`src/core/dph_port_regs.svh`:
```
/*
  Named constants for the dual-port RAM port controller: pin widths,
  special addresses, device timing figures in ns and the synchroniser depth.
  Assumes it is included by bare name before any package or module uses it.
*/
`ifndef DPH_PORT_REGS_SVH
`define DPH_PORT_REGS_SVH

`define DPH_ADDR_W                  13
`define DPH_DATA_W                  8
`define DPH_CNT_W                   4
`define DPH_SYNC_W                  10

// mailbox words: top address flags the right port, next-lower flags the left
`define DPH_MBOX_TO_RIGHT_ADDR      13'h1fff
`define DPH_MBOX_TO_LEFT_ADDR       13'h1ffe

`define DPH_ADDR_RST                13'h0000
`define DPH_DATA_RST                8'h00
`define DPH_SYNC_RST                10'h3ff

`define DPH_MCLK_NS                 100
`define DPH_WRITE_PULSE_MIN_NS      12
`define DPH_WRITE_TURNOFF_NS        10
`define DPH_DATA_SETUP_NS           10
`define DPH_SELECT_ACCESS_NS        15
`define DPH_OE_ACCESS_NS            10
`define DPH_CROSS_PORT_DELAY_NS     25
`define DPH_RELEASE_STROBE_HOLD_NS  13
`define DPH_RELEASE_DATA_DELAY_NS   15
`define DPH_TOKEN_UPDATE_PULSE_NS   10
`define DPH_TOKEN_WRITE_TO_READ_NS  5

// cycles from a pin change to the agreed copy inside the block
`define DPH_SYNC_LAT                4

`endif

```
`src/core/dph_pkg.sv`:
```
/*
  Types shared by the port controller and its bench: request kinds,
  request and response records, pin bundle and the sequencer states.
  Assumes dph_port_regs.svh is on the include path.
*/
`default_nettype none
`include "dph_port_regs.svh"

package dph_pkg;

  typedef enum logic [1:0] {
    DPH_MEM_RD  = 2'h0,
    DPH_MEM_WR  = 2'h1,
    DPH_TOK_WR  = 2'h2,
    DPH_TOK_ACQ = 2'h3
  } dph_kind_e;

  typedef enum logic [2:0] {
    DPH_ST_IDLE   = 3'h0,
    DPH_ST_SETUP  = 3'h1,
    DPH_ST_ACTIVE = 3'h3,
    DPH_ST_END    = 3'h2,
    DPH_ST_BLOCK  = 3'h7,
    DPH_ST_GAP    = 3'h6
  } dph_state_e;

  typedef struct packed {
    dph_kind_e               kind;
    logic [`DPH_ADDR_W-1:0]  addr;
    logic [`DPH_DATA_W-1:0]  wdata;
  } dph_req_s;

  typedef struct packed {
    logic [`DPH_DATA_W-1:0]  rdata;
    logic                    granted;
    logic                    blocked;
  } dph_rsp_s;

  typedef struct packed {
    logic [`DPH_ADDR_W-1:0]  addr;
    logic [`DPH_DATA_W-1:0]  dout;
    logic                    dout_en;
    logic                    mem_select_n;
    logic                    token_select_n;
    logic                    write_n;
    logic                    output_enable_n;
  } dph_pins_s;

endpackage

`default_nettype wire

```
`src/core/dph_port_ctrl.sv`:
```
/*
  One-port controller for an asynchronous dual-port static RAM with
  contention flag, mailbox flags and token latches. Turns single requests
  into pin sequences and answers with captured data.
  Assumes: one device port on the pins, 10 MHz MCLK, device pins settle
  well inside one clock period; contention and mailbox inputs asynchronous.
*/
`default_nettype none
`include "dph_port_regs.svh"

module dph_port_ctrl (
  input  wire logic                   MCLK,
  input  wire logic                   RESET_N,
  input  wire dph_pkg::dph_req_s      REQ,
  input  wire logic                   REQ_VALID,
  output logic                        REQ_READY,
  output var  dph_pkg::dph_rsp_s      RSP,
  output logic                        RSP_VALID,
  output var  dph_pkg::dph_pins_s     PINS,
  input  wire logic [`DPH_DATA_W-1:0] DQ_IN,
  input  wire logic                   CONTENTION_N_IN,
  input  wire logic                   MAILBOX_N_IN,
  output logic                        MAILBOX_PENDING
);
  import dph_pkg::*;

  function automatic int cyc_up(input int ns);
    int c;
    c = (ns + `DPH_MCLK_NS - 1) / `DPH_MCLK_NS;
    return (c < 1) ? 1 : c;
  endfunction

  function automatic int max2(input int a, input int b);
    return (a > b) ? a : b;
  endfunction

  function automatic logic is_write(input dph_kind_e k);
    return k != DPH_MEM_RD;
  endfunction

  function automatic logic is_token(input dph_kind_e k);
    return (k == DPH_TOK_WR) || (k == DPH_TOK_ACQ);
  endfunction

  localparam int WR_PULSE_CYC = cyc_up(max2(`DPH_WRITE_PULSE_MIN_NS,
                                            `DPH_WRITE_TURNOFF_NS + `DPH_DATA_SETUP_NS));
  localparam int MEM_RD_CYC   = cyc_up(max2(`DPH_SELECT_ACCESS_NS, `DPH_CROSS_PORT_DELAY_NS));
  localparam int TOK_RD_CYC   = cyc_up(`DPH_TOKEN_WRITE_TO_READ_NS + `DPH_OE_ACCESS_NS);
  localparam int WR_HOLD_CYC  = cyc_up(`DPH_RELEASE_STROBE_HOLD_NS);
  localparam int RD_HOLD_CYC  = cyc_up(`DPH_RELEASE_DATA_DELAY_NS);
  localparam int GAP_CYC      = cyc_up(`DPH_TOKEN_UPDATE_PULSE_NS);

  localparam logic [`DPH_CNT_W-1:0] LD_WR  = `DPH_CNT_W'(WR_PULSE_CYC + `DPH_SYNC_LAT - 1);
  localparam logic [`DPH_CNT_W-1:0] LD_MRD = `DPH_CNT_W'(MEM_RD_CYC + `DPH_SYNC_LAT - 1);
  localparam logic [`DPH_CNT_W-1:0] LD_TRD = `DPH_CNT_W'(TOK_RD_CYC + `DPH_SYNC_LAT - 1);
  localparam logic [`DPH_CNT_W-1:0] LD_WRH = `DPH_CNT_W'(WR_HOLD_CYC - 1);
  localparam logic [`DPH_CNT_W-1:0] LD_RDH = `DPH_CNT_W'(RD_HOLD_CYC + `DPH_SYNC_LAT - 1);
  localparam logic [`DPH_CNT_W-1:0] LD_GAP = `DPH_CNT_W'(GAP_CYC - 1);
  localparam logic [`DPH_CNT_W-1:0] CNT_ZERO = `DPH_CNT_W'(0);
  localparam logic [`DPH_CNT_W-1:0] CNT_ONE  = `DPH_CNT_W'(1);

  logic                   rst_meta;
  logic                   rst_n;
  logic [`DPH_SYNC_W-1:0] sync1;
  logic [`DPH_SYNC_W-1:0] sync2;
  logic [`DPH_SYNC_W-1:0] sync3;
  logic [`DPH_SYNC_W-1:0] agreed;
  logic [`DPH_SYNC_W-1:0] next_agreed;

  dph_state_e             state;
  dph_state_e             next_state;
  logic [`DPH_CNT_W-1:0]  cnt;
  logic [`DPH_CNT_W-1:0]  next_cnt;
  dph_req_s               op;
  dph_req_s               next_op;
  logic                   readback;
  logic                   next_readback;
  logic                   was_blocked;
  logic                   next_was_blocked;
  dph_pins_s              next_pins;
  dph_rsp_s               next_rsp;

  wire                    flag_low;
  wire [`DPH_DATA_W-1:0]  dq_agreed;
  wire                    cur_write;
  wire                    cur_token;
  wire                    busy_wait;
  wire [`DPH_CNT_W-1:0]   load_cyc;
  wire [`DPH_CNT_W-1:0]   hold_cyc;
  wire                    n_strobe;
  wire                    n_token;
  wire                    n_write;
  wire                    token_bit;
  wire                    leaving;
  wire                    finishing;

  always_ff @(posedge MCLK or negedge RESET_N) begin
    if (!RESET_N) begin
      rst_meta <= 1'b0;
      rst_n    <= 1'b0;
    end else begin
      rst_meta <= 1'b1;
      rst_n    <= rst_meta;
    end
  end

  // three-stage capture; the agreed copy only moves when stages two and three match
  always_ff @(posedge MCLK or negedge rst_n) begin
    if (!rst_n) begin
      sync1  <= `DPH_SYNC_RST;
      sync2  <= `DPH_SYNC_RST;
      sync3  <= `DPH_SYNC_RST;
      agreed <= `DPH_SYNC_RST;
    end else begin
      sync1  <= {CONTENTION_N_IN, MAILBOX_N_IN, DQ_IN};
      sync2  <= sync1;
      sync3  <= sync2;
      agreed <= next_agreed;
    end
  end

  assign next_agreed = (sync2 & sync3) | (agreed & (sync2 ^ sync3));
  assign flag_low    = ~agreed[`DPH_SYNC_W-1];
  assign dq_agreed   = agreed[`DPH_DATA_W-1:0];

  assign cur_write = is_write(op.kind) & ~readback;
  assign cur_token = is_token(op.kind);
  // flag is an input here; it holds memory reads and memory writes, never token accesses
  assign busy_wait = flag_low & ~cur_token;
  assign load_cyc  = cur_write ? LD_WR : (cur_token ? LD_TRD : LD_MRD);
  assign hold_cyc  = cur_write ? LD_WRH : LD_RDH;

  always_comb begin
    next_state       = state;
    next_cnt         = cnt;
    next_op          = op;
    next_readback    = readback;
    next_was_blocked = was_blocked;
    unique case (state)
      DPH_ST_IDLE: begin
        if (REQ_VALID) begin
          next_op          = REQ;
          next_readback    = 1'b0;
          next_was_blocked = 1'b0;
          next_state       = DPH_ST_SETUP;
        end
      end
      DPH_ST_SETUP: begin
        next_cnt   = load_cyc;
        next_state = DPH_ST_ACTIVE;
      end
      DPH_ST_ACTIVE: begin
        if (cnt != CNT_ZERO) begin
          next_cnt = cnt - CNT_ONE;
        end else if (busy_wait) begin
          next_cnt         = hold_cyc;
          next_was_blocked = 1'b1;
          next_state       = DPH_ST_BLOCK;
        end else begin
          next_state = DPH_ST_END;
        end
      end
      DPH_ST_BLOCK: begin
        if (busy_wait) begin
          next_cnt = hold_cyc;
        end else if (cnt != CNT_ZERO) begin
          next_cnt = cnt - CNT_ONE;
        end else begin
          next_state = DPH_ST_END;
        end
      end
      DPH_ST_END: begin
        if ((op.kind == DPH_TOK_ACQ) && !readback) begin
          next_cnt      = LD_GAP;
          next_readback = 1'b1;
          next_state    = DPH_ST_GAP;
        end else begin
          next_state = DPH_ST_IDLE;
        end
      end
      DPH_ST_GAP: begin
        if (cnt != CNT_ZERO) begin
          next_cnt = cnt - CNT_ONE;
        end else begin
          next_state = DPH_ST_SETUP;
        end
      end
      default: begin
        next_state = DPH_ST_IDLE;
      end
    endcase
  end

  assign n_strobe  = (next_state == DPH_ST_ACTIVE) || (next_state == DPH_ST_BLOCK);
  assign n_token   = is_token(next_op.kind);
  assign n_write   = is_write(next_op.kind) & ~next_readback;
  // only bit zero carries the token request
  assign token_bit = (next_op.kind == DPH_TOK_ACQ) ? 1'b0 : next_op.wdata[0];

  // address moves only on entry to setup, when the strobe is already high
  // strobe high on address change
  assign next_pins.addr            = next_op.addr;
  assign next_pins.dout            = n_token ? {{(`DPH_DATA_W-1){1'b0}}, token_bit}
                                             : next_op.wdata;
  assign next_pins.dout_en         = n_strobe & n_write;
  assign next_pins.mem_select_n    = ~(n_strobe & ~n_token);
  assign next_pins.token_select_n  = ~(n_strobe & n_token);
  assign next_pins.write_n         = ~(n_strobe & n_write);
  // output enable stays high during writes so the short strobe suffices
  assign next_pins.output_enable_n = ~(n_strobe & ~n_write);

  assign leaving   = (state == DPH_ST_ACTIVE || state == DPH_ST_BLOCK)
                     && (next_state == DPH_ST_END);
  assign finishing = (state == DPH_ST_END) && (next_state == DPH_ST_IDLE);

  assign next_rsp.rdata   = (leaving && !cur_write) ? dq_agreed : RSP.rdata;
  assign next_rsp.granted = (leaving && cur_token && !cur_write) ? ~dq_agreed[0]
                                                                 : RSP.granted;
  assign next_rsp.blocked = leaving ? was_blocked : RSP.blocked;

  always_ff @(posedge MCLK or negedge rst_n) begin
    if (!rst_n) begin
      state       <= DPH_ST_IDLE;
      cnt         <= CNT_ZERO;
      op          <= '{kind: DPH_MEM_RD, addr: `DPH_ADDR_RST, wdata: `DPH_DATA_RST};
      readback    <= 1'b0;
      was_blocked <= 1'b0;
    end else begin
      state       <= next_state;
      cnt         <= next_cnt;
      op          <= next_op;
      readback    <= next_readback;
      was_blocked <= next_was_blocked;
    end
  end

  always_ff @(posedge MCLK or negedge rst_n) begin
    if (!rst_n) begin
      PINS            <= '{addr: `DPH_ADDR_RST, dout: `DPH_DATA_RST, dout_en: 1'b0,
                           mem_select_n: 1'b1, token_select_n: 1'b1,
                           write_n: 1'b1, output_enable_n: 1'b1};
      RSP             <= '{rdata: `DPH_DATA_RST, granted: 1'b0, blocked: 1'b0};
      MAILBOX_PENDING <= 1'b0;
    end else begin
      PINS            <= next_pins;
      RSP             <= next_rsp;
      MAILBOX_PENDING <= ~agreed[`DPH_DATA_W];
    end
  end

  assign REQ_READY = (state == DPH_ST_IDLE);
  assign RSP_VALID = finishing;

endmodule

`default_nettype wire

```
`config.mk`:
```
export PLATFORM = sky130hd
export DESIGN_NAME = dph_port_ctrl
export DESIGN_NICKNAME = d
export VERILOG_FILES = /design/src/core/dph_pkg.sv /design/src/core/dph_port_ctrl.sv
export VERILOG_INCLUDE_DIRS = /design/src /design/src/core
export SDC_FILE = /design/constraint.sdc
export NUM_CORES = 1
export LEC_CHECK = 0
export BUFFER_PORTS_ARGS = -buffer_cell sky130_fd_sc_hd__buf_2
export CAP_MARGIN = 20
export CORE_ASPECT_RATIO = 0.8
export CORE_UTILIZATION = 45
export DETAILED_ROUTE_END_ITERATION = 12
export MAX_ROUTING_LAYER = met4
export PLACE_DENSITY = 0.66
export SLEW_MARGIN = 20
export SYNTH_ARGS = -nofsm -noshare
export SYNTH_HDL_FRONTEND = slang
export SYNTH_SLANG_ARGS = --single-unit
```
`constraint.sdc`:
```
create_clock -name MCLK -period 8.8 [get_ports MCLK]
set_input_delay 0.44 -clock MCLK [delete_from_list [all_inputs] [get_ports MCLK]]
set_output_delay 0.44 -clock MCLK [all_outputs]
set_load 0.02 [all_outputs]
```
After elaboration in Yosys (flattened, before gate mapping)
Index checks and enable logic that the tools add are counted.
{ "op_classes": {"add_sub_neg": 1, "n_eq_ne": 17, "n_mux": 26, "bitwise_logic": 23, "n_reduce_logical": 22} }
{ "ops": {"columns": ["cell", "count"], "rows": [
  ["$mux 23", 2],
  ["$mux 3", 8],
  ["$and 10x10->10", 2],
  ["$mux 4", 5],
  ["$pmux 4 s5", 1],
  ["$pmux 3 s6", 1],
  ["$eq 3x2->1 const B", 4],
  ["$not 1->1", 12],
  ["$or 10x10->10", 1],
  ["$xor 10x10->10", 1],
  ["$eq 3x3->1 const B", 3],
  ["$eq 2x2->1 const B", 4],
  ["$mux 8", 1],
  ["$ne 2x2->1 const B", 4],
  ["$and 1x1->1", 7],
  ["$logic_and 1x1->1", 6],
  ["$logic_not 3->1", 2],
  ["$mux 1", 6],
  ["$reduce_bool 2->1", 3],
  ["$reduce_bool 5->1", 1],
  ["$logic_or 1x1->1", 4],
  ["$pmux 1 s2", 2],
  ["$reduce_and 4->1", 1],
  ["$reduce_bool 4->1", 1],
  ["other kinds (6)", 7]
]} }
{ "totals": {"regBits": 98, "wordCells": 112} }

Depth between registers and ports, before layout
Gate-level depths: netlist of run 1.
{ "logic_depth": {"ltp_word": 11, "ltp_mapped": 9} }

Least setup slack after synthesis of run 1
No wires, ideal clock.
{ "synth_path": {"path_kind": "reg-to-reg", "startpoint": "reg cnt[0]", "endpoint": "reg cnt[0]", "setup_ps": 79, "t_arrival_ps": 1803, "required_time_ps": 8721, "path_slack_ps": 6918, "path_stages_with_launch": 10, "path_buffers": 1, "path_cell_list": "dfrtp_1 inv_1 ha_1 nor3b_2 inv_2 buf_2 ha_1 a211oi_1 o21ai_0 mux2i_1"} }
{ "synth_via": {"elab_chain_len": 4} }
{ "synth_lines": {"columns": ["item", "line_no", "rtl"], "rows": [
  ["start: declaration", "dph_port_ctrl.sv:72", "logic [`DPH_CNT_W-1:0] cnt;"],
  ["start signal: assignment", "dph_port_ctrl.sv:230", "cnt <= next_cnt;"],
  ["$sub 4x1->4 / $reduce_bool 4->1 (equally long branches)", null, null],
  ["$mux 4", "dph_port_ctrl.sv:166, dph_port_ctrl.sv:182", null],
  ["$mux 4", "dph_port_ctrl.sv:164", "if (busy_wait) begin"],
  ["$pmux 4 s5", "dph_port_ctrl.sv:139", "unique case (state)"]
]} }
Parallel ways exist; a longest one is shown, timed or not.
A chain may end at the register's enable or synchronous reset.

Final worst setup path of run 1
{ "layout_path": {"startpoint": "reg state[2]", "endpoint": "out REQ_READY"} }
{ "layout_via": {"elab_chain_len": 1} }
{ "layout_lines": {"columns": ["item", "line_no", "rtl"], "rows": [
  ["start: declaration", "dph_port_ctrl.sv:70", "dph_state_e state;"],
  ["start signal: assignment", "dph_port_ctrl.sv:229", "state <= next_state;"],
  ["$logic_not 3->1", "dph_port_ctrl.sv:251", "assign REQ_READY = (state == DPH_ST_IDLE);"],
  ["end: declaration", "dph_port_ctrl.sv:16", "output logic REQ_READY,"]
]} }
No other way between the ends.

==> results of run 1 <==
## cells in the final DEF, fill, tap and decap left out, types with 4 or more instances in the layout
master / count
sky130_fd_sc_hd__nor2_1: 9
sky130_fd_sc_hd__a21o_1: 11
sky130_fd_sc_hd__mux2_2: 31
sky130_fd_sc_hd__dfrtp_1: 53
sky130_fd_sc_hd__dfstp_2: 44
sky130_fd_sc_hd__buf_2: 74
sky130_fd_sc_hd__ha_1: 12
sky130_fd_sc_hd__nand3_1: 4
sky130_fd_sc_hd__clkbuf_8: 9
sky130_fd_sc_hd__inv_1: 7
sky130_fd_sc_hd__o21ai_0: 5
sky130_fd_sc_hd__nand2_1: 7
sky130_fd_sc_hd__nor2b_1: 8
## logic make-up after synthesis
logic type,count (synthesis),synth area share [%]
mux,34,10.01
other cells,1,0.09769
simple gates,46,7.465
buf+inv,29,4.824
flops,98,65.32
compound gates,43,8.377
fa+ha+maj,12,3.911
## routing by layer
layer / global-route usage (%) / up-vias / wire length, µm
met5: - / - / 0
met4: 5.634 / 0 / 89
met3: 6.366 / 11 / 469
met2: 21.53 / 74 / 2737
met1: 23.05 / 1090 / 3239
li1: - / 1049 / -
## where the power goes
group | leakage [nW] | internal, mW | switching, mW
clock | 0.0893 | 0.131 | 0.144
sequential | 1.13 | 0.594 | 0.0957
combinational | 0.845 | 0.249 | 0.320
total | 2.06 | 0.973 | 0.561
## state kept, by name (all words and copies together) (netlist names)
name and count:
sync3 10, sync1 10, cnt 4, PINS 26
sync2 10, rst_n 1, readback 1, MAILBOX_PENDING 1
was_blocked 1, op 10, RSP 10, agreed 10
state 3, rst_meta 1
## final cells by class
cell class | instances | area [µm²]
fillers | 697 | 3687
clock inverters | 5 | 55.05
multi-input cells | 136 | 1146
inverters | 8 | 30.03
repair buffers | 77 | 395.4
well taps | 108 | 135.1
flip-flops and latches | 98 | 2511
clock buffers | 11 | 131.4
## worst reg2reg max path, stage by stage, from the launching register on
cell	delay (ps)
sky130_fd_sc_hd__dfrtp_1	380
sky130_fd_sc_hd__inv_1	100
sky130_fd_sc_hd__ha_1	210
sky130_fd_sc_hd__nor3b_2	320
sky130_fd_sc_hd__inv_2	190
sky130_fd_sc_hd__nor2_1	170
sky130_fd_sc_hd__nand3_2	250
sky130_fd_sc_hd__mux2_2	350
## worst paths after layout
path,from,endpoint,slack (ps),cells past startpoint
min in group asynchronous,rst_n,MAILBOX_PENDING,200,0
worst min register to register,rst_n,MAILBOX_PENDING,200,0
worst max-delay path,state[2],REQ_READY,6710,3
max in group asynchronous,rst_n,cnt[0],7400,1
worst min-delay path,CONTENTION_N_IN,sync1[9],170,1
worst max register to register,cnt[0],RSP[8],6730,7
==> impl_metrics.csv, run 1 <==
group,metric,value,unit
run_status,status,"complete, no violations",
synthesis,synth_enable_flop_cells,0,
drt,drt-vias-per-instance,5.020,
placement,placement.setup.worst_slack,6743,ps
critical_path,critical_path.cell_chain,"or2_2 > nor2_1 > buf_2",
placement,gpl.final_weighted_congestion,0.8392,
sta,drv_slew,0,
sta,worstMarginPinSlew,930.7,ps
sta,fin_tns_setup,0,ps
synthesis,post_synth_instance_area,0.003839,mm²
clocking,cts.reportedPaths.clkPinSlew,90,ps
synthesis,syn_nets,311,
critical_path,worstPathMaxFanout,16,
final_layout,final_net_count,378,
clocking,cts_tree,"built",
die,die_height,84.61,µm
global_routing,globalRouteOverflowTotal,0,
drt,drt.antenna.violating_nets,0,
clocking,cts_setup_buffers,0,
sta,highest_clock_rate,0.4776,GHz
synthesis,synth.top_cells.by_area,"sky130_fd_sc_hd__dfrtp_1, sky130_fd_sc_hd__dfstp_2, sky130_fd_sc_hd__mux2_2, sky130_fd_sc_hd__ha_1, sky130_fd_sc_hd__buf_4",
synthesis,syn_inst,263,
clocking,insertion_delay,360,ps
critical_path,critical_path_max_stage_delay,590,ps
final_layout,final_layout_size_suffix_gt1_share,52.84,%
final_layout,finish.utilization,54.43,%
global_routing,grt.total_usage,16.44,%
die,die-area,0.008906,mm²
die,initial_utilization,47.44,%
critical_path,critical_path.top_delay_family,"flip-flops",
synthesis,synth_top_cell_by_area,"sky130_fd_sc_hd__dfrtp_1",
synthesis,commonest_register_cell_after_synthesis,"sky130_fd_sc_hd__dfrtp_1",
synthesis,synth.avg_cell_area,14.60,µm²
drt,routed_wirelength,6536,µm
synthesis,synth-async-reset-ratio,100.0,%
synthesis,synth-seq-cells,98,
placement,dpl-instance-area,0.004208,mm²
critical_path,timing.critical_path.arrival,1650,ps
synthesis,synth-seq-area-share,65.32,%
drt,vias,2224,
synthesis,synth_top_area_share,35.20,%
critical_path,timing.critical_path.buf_inv,1,
drt,drt-wirelength-per-cell,14.75,µm
drt,drt_pass1_iterations,4,
final_layout,design_area,0.004404,mm²
clocking,cts-resized-gates,0,
synthesis,synth_cell_type_count,52,
clocking,ctsLongestPathBuffers,2,
pwr,power.density_cell_area,348.2,mW/mm²
drt,drc,0,
final_layout,final_cell_count_no_fill,443,
sta,rsz0062_at_grt,"false",
global_routing,via_count_of_the_first_global_routing_pass,2173,
sta,hold_viol,0,
final_layout,antennaDiodeCount,0,
critical_path,worstPathRequired,8360,ps
sta,worst_skew,8.678,ps
die,placementRows,29,
clocking,clock_tree.root_cell,"sky130_fd_sc_hd__clkbuf_8",
clocking,clkSinkCount,98,
worst_hold_path,holdCritPathClass,"in2reg",
pwr,power.leakage,2.065,nW
final_layout,area_delta_synth_final,14.73,%
die,core_area,0.008092,mm²
placement,io_buffers,74,
pwr,irDropWorstVdd,184.9,µV
sta,final-setup-viol-count,0,
clocking,maximum_level_of_the_cts_h_tree,3,
critical_path,path_class,"reg2out",
die,floorplan.die.width,105.3,µm
clocking,cts_made_buffers,9,
sta,period_needed,2094,ps
sta,min_period_over_period,23.79,%
critical_path,critical_path.endpoint_type,"output pin",
synthesis,synth_top_cells_by_count,"sky130_fd_sc_hd__dfrtp_1, sky130_fd_sc_hd__dfstp_2, sky130_fd_sc_hd__mux2_2, sky130_fd_sc_hd__buf_4, sky130_fd_sc_hd__ha_1",
placement,numPlacedInstances,426,
critical_path,slowest_stage,"sky130_fd_sc_hd__dfrtp_1",
synthesis,synth_most_common_cell,"sky130_fd_sc_hd__dfrtp_1",
sta,smallest_setup_slack_after_layout,6706,ps
sta,hold_slack,168.7,ps
global_routing,antenna_found_initial,0,
drt,drt_iter0_markers,120,
die,boundaryPins,75,
critical_path,timing.critical_path.from_type,"flop",
pwr,overall_power,1.534,mW
clocking,cts_hold_repair_buffers,1,
sta,slew_headroom,37.95,%
synthesis,synthesis.yosys.warnings,0,
flow_run,number_of_maximum_capacitance_constraint_violations,0,
global_routing,grt_start_max_net_pins,78,
placement,dp_hpwl,4497,µm
global_routing,grt_pass1_wl,10850,µm
No activity file was read; power rests on OpenSTA's default activity.
==> inputs of run 2 (changes only) <==
- clock period: 8.8 -> 2.15 ns (I/O delays scaled with it)
==> impl_metrics.csv, run 2 (same netlist as run 1, synthesis figures left out) <==
group,metric,value,unit
run_status,status,"complete, no violations",
global_routing,globalRouteOverflowTotal,0,
clocking,cts.reportedPaths.clkPinSlew,90,ps
placement,numPlacedInstances,433,
pwr,irDropWorstVdd,698.3,µV
global_routing,grt.total_usage,17.73,%
die,floorplan.die.width,105.3,µm
drt,drt_iter0_markers,111,
final_layout,antennaDiodeCount,0,
clocking,clkSinkCount,98,
sta,drv_slew,0,
drt,drt_pass1_iterations,4,
die,placementRows,29,
drt,drt.antenna.violating_nets,0,
die,boundaryPins,75,
clocking,clock_tree.root_cell,"sky130_fd_sc_hd__clkbuf_8",
global_routing,grt_use_met3,5.978,%
sta,worstMarginPinSlew,656.6,ps
global_routing,grt-busiest-layer,"met2",
clocking,cts_made_buffers,9,
critical_path,timing.reg2reg.worst_path_depth,7,
final_layout,final_layout_size_suffix_gt1_share,49.33,%
placement,dp_hpwl,4605,µm
clocking,insertion_delay,350,ps
drt,routed_wirelength,6972,µm
sta,rsz0062_at_grt,"false",
sta,worst_skew,7.838,ps
clocking,ctsLongestPathBuffers,2,
drt,drc,0,
sta,period_needed,1938,ps
global_routing,globalRouteMet2Util,24.70,%
clocking,cts_tree,"built",
critical_path,crit-reg2reg-launch,"cnt[0]",
sta,hold_viol,0,
critical_path,worstPathMaxFanout,14,
sta,fin_tns_setup,0,ps
final_layout,commonest_non_fill_non_tap_cells_in_the_layout,"sky130_fd_sc_hd__buf_2, sky130_fd_sc_hd__dfrtp_1, sky130_fd_sc_hd__dfstp_2",
global_routing,grt_pass1_wl,11680,µm
critical_path,worst_r2r_endpoint,"RSP[3]",
sta,slew_headroom,56.23,%
die,initial_utilization,47.44,%
pwr,power.density_cell_area,1358,mW/mm²
final_layout,area_delta_synth_final,24.77,%
sta,min_period_over_period,90.13,%
clocking,maximum_level_of_the_cts_h_tree,3,
worst_hold_path,holdCritPathClass,"in2async",
clocking,cts_setup_buffers,0,
die,core_area,0.008092,mm²
final_layout,most_flop_heavy_register,"PINS",
final_layout,largest_register_ff_count,26,
global_routing,global_route.usage.met1,24.32,%
critical_path,critical_path.endpoint_type,"flop",
final_layout,seq_area,0.002511,mm²
critical_path,path_class,"reg2reg",
final_layout,most_frequent_standard_cell_in_the_layout_excluding_fill_and_tap_cells,"sky130_fd_sc_hd__buf_2",
die,die_height,84.61,µm
final_layout,multiInputGateArea,0.001146,mm²
global_routing,antenna_found_initial,0,
final_layout,final_cell_count_no_fill,481,
global_routing,via_count_of_the_first_global_routing_pass,2367,
final_layout,final_net_count,416,
drt,vias,2356,
sta,final-setup-viol-count,0,
pwr,power.leakage,2.243,nW
critical_path,timing.critical_path.arrival,2180,ps
drt,drt-wirelength-per-cell,14.49,µm
sta,highest_clock_rate,0.5160,GHz
critical_path,regToRegSetupSlack,210,ps
flow_run,number_of_maximum_capacitance_constraint_violations,0,
placement,io_buffers,74,
global_routing,grt_start_max_net_pins,55,
critical_path,timing.critical_path.from_type,"flop",
critical_path,worstPathRequired,2390,ps
placement,gpl.final_weighted_congestion,0.8460,
drt,drt-vias-per-instance,4.898,
die,die-area,0.008906,mm²
final_layout,final.fill_count,687,
==> run 2: cell count changes in the layout (fill, tap and decap cells not counted), moves of 2 or more <==
cell and change:
sky130_fd_sc_hd__clkinv_2 -2, sky130_fd_sc_hd__clkbuf_16 +2, sky130_fd_sc_hd__buf_4 +7, sky130_fd_sc_hd__dlygate4sd3_1 +31
==> run 2: critical path, cell delays in order (launching register included) <==
cell,delay (ps)
sky130_fd_sc_hd__dfrtp_1,380
sky130_fd_sc_hd__inv_1,100
sky130_fd_sc_hd__ha_1,220
sky130_fd_sc_hd__nor3b_2,230
sky130_fd_sc_hd__inv_2,150
sky130_fd_sc_hd__nor2_1,160
sky130_fd_sc_hd__nand3_2,230
sky130_fd_sc_hd__mux2_2,350
==> run 2: cell type report <==
type,count,share of cell area [%]
clock buffers,14,4.075
multi-input cells,136,23.93
well taps,108,2.821
clock inverters,2,0.2874
inverters,8,0.6270
flip-flops and latches,98,52.43
repair buffers,115,15.83
==> run 2: worst max path at each step <==
stage,from,slack (ps),to,cells after the start
floorplan,cnt[0],270,cnt[0],9
global route,cnt[0],90,PINS[4],7
detailed placement,cnt[0],210,RSP[3],7
global placement,cnt[1],300,RSP[4],7
finish,cnt[0],210,RSP[3],7
CTS,cnt[0],200,RSP[3],7
==> run 2: where the power goes <==
part | total, mW | internal (mW) | switching [mW]
clock network | 1.19 | 0.596 | 0.590
logic | 2.60 | 1.12 | 1.49
registers | 2.72 | 2.43 | 0.282
total | 6.50 | 4.15 | 2.36
==> run 2: per-stage QoR <==
step / hold slack, ps / power [mW] / area, µm² / utilization (%) / setup WS, ps
after floorplan: -188.1 / 4.737 / 3840 / - / 267.6
after global placement: -105.4 / 5.246 / 4260 / 52.65 / 304.0
after detailed placement: -103.5 / 5.302 / 4260 / 52.65 / 208.9
after CTS: 33.99 / 6.562 / 4790 / 59.19 / 197.7
after global routing: 34.24 / 6.911 / 4790 / 59.19 / 89.13
final: 56.84 / 6.504 / 4790 / 59.19 / 212.2
==> run 2: what timing repair did <==
action | in CTS | in global routing
gates resized for setup | 0 | 0
hold endpoints to repair | 33 | 0
hold buffers | 32 | 0
setup endpoints to repair | 0 | 0
==> run 2: layer usage <==
| layer | vias up | share of wire (%) |
|---|---|---|
| met1 | 1167 | 48 |
| li1 | 1117 | - |
| met3 | 7 | 5.3 |
| met5 | - | 0 |
| met4 | 0 | 1.1 |
| met2 | 65 | 46 |
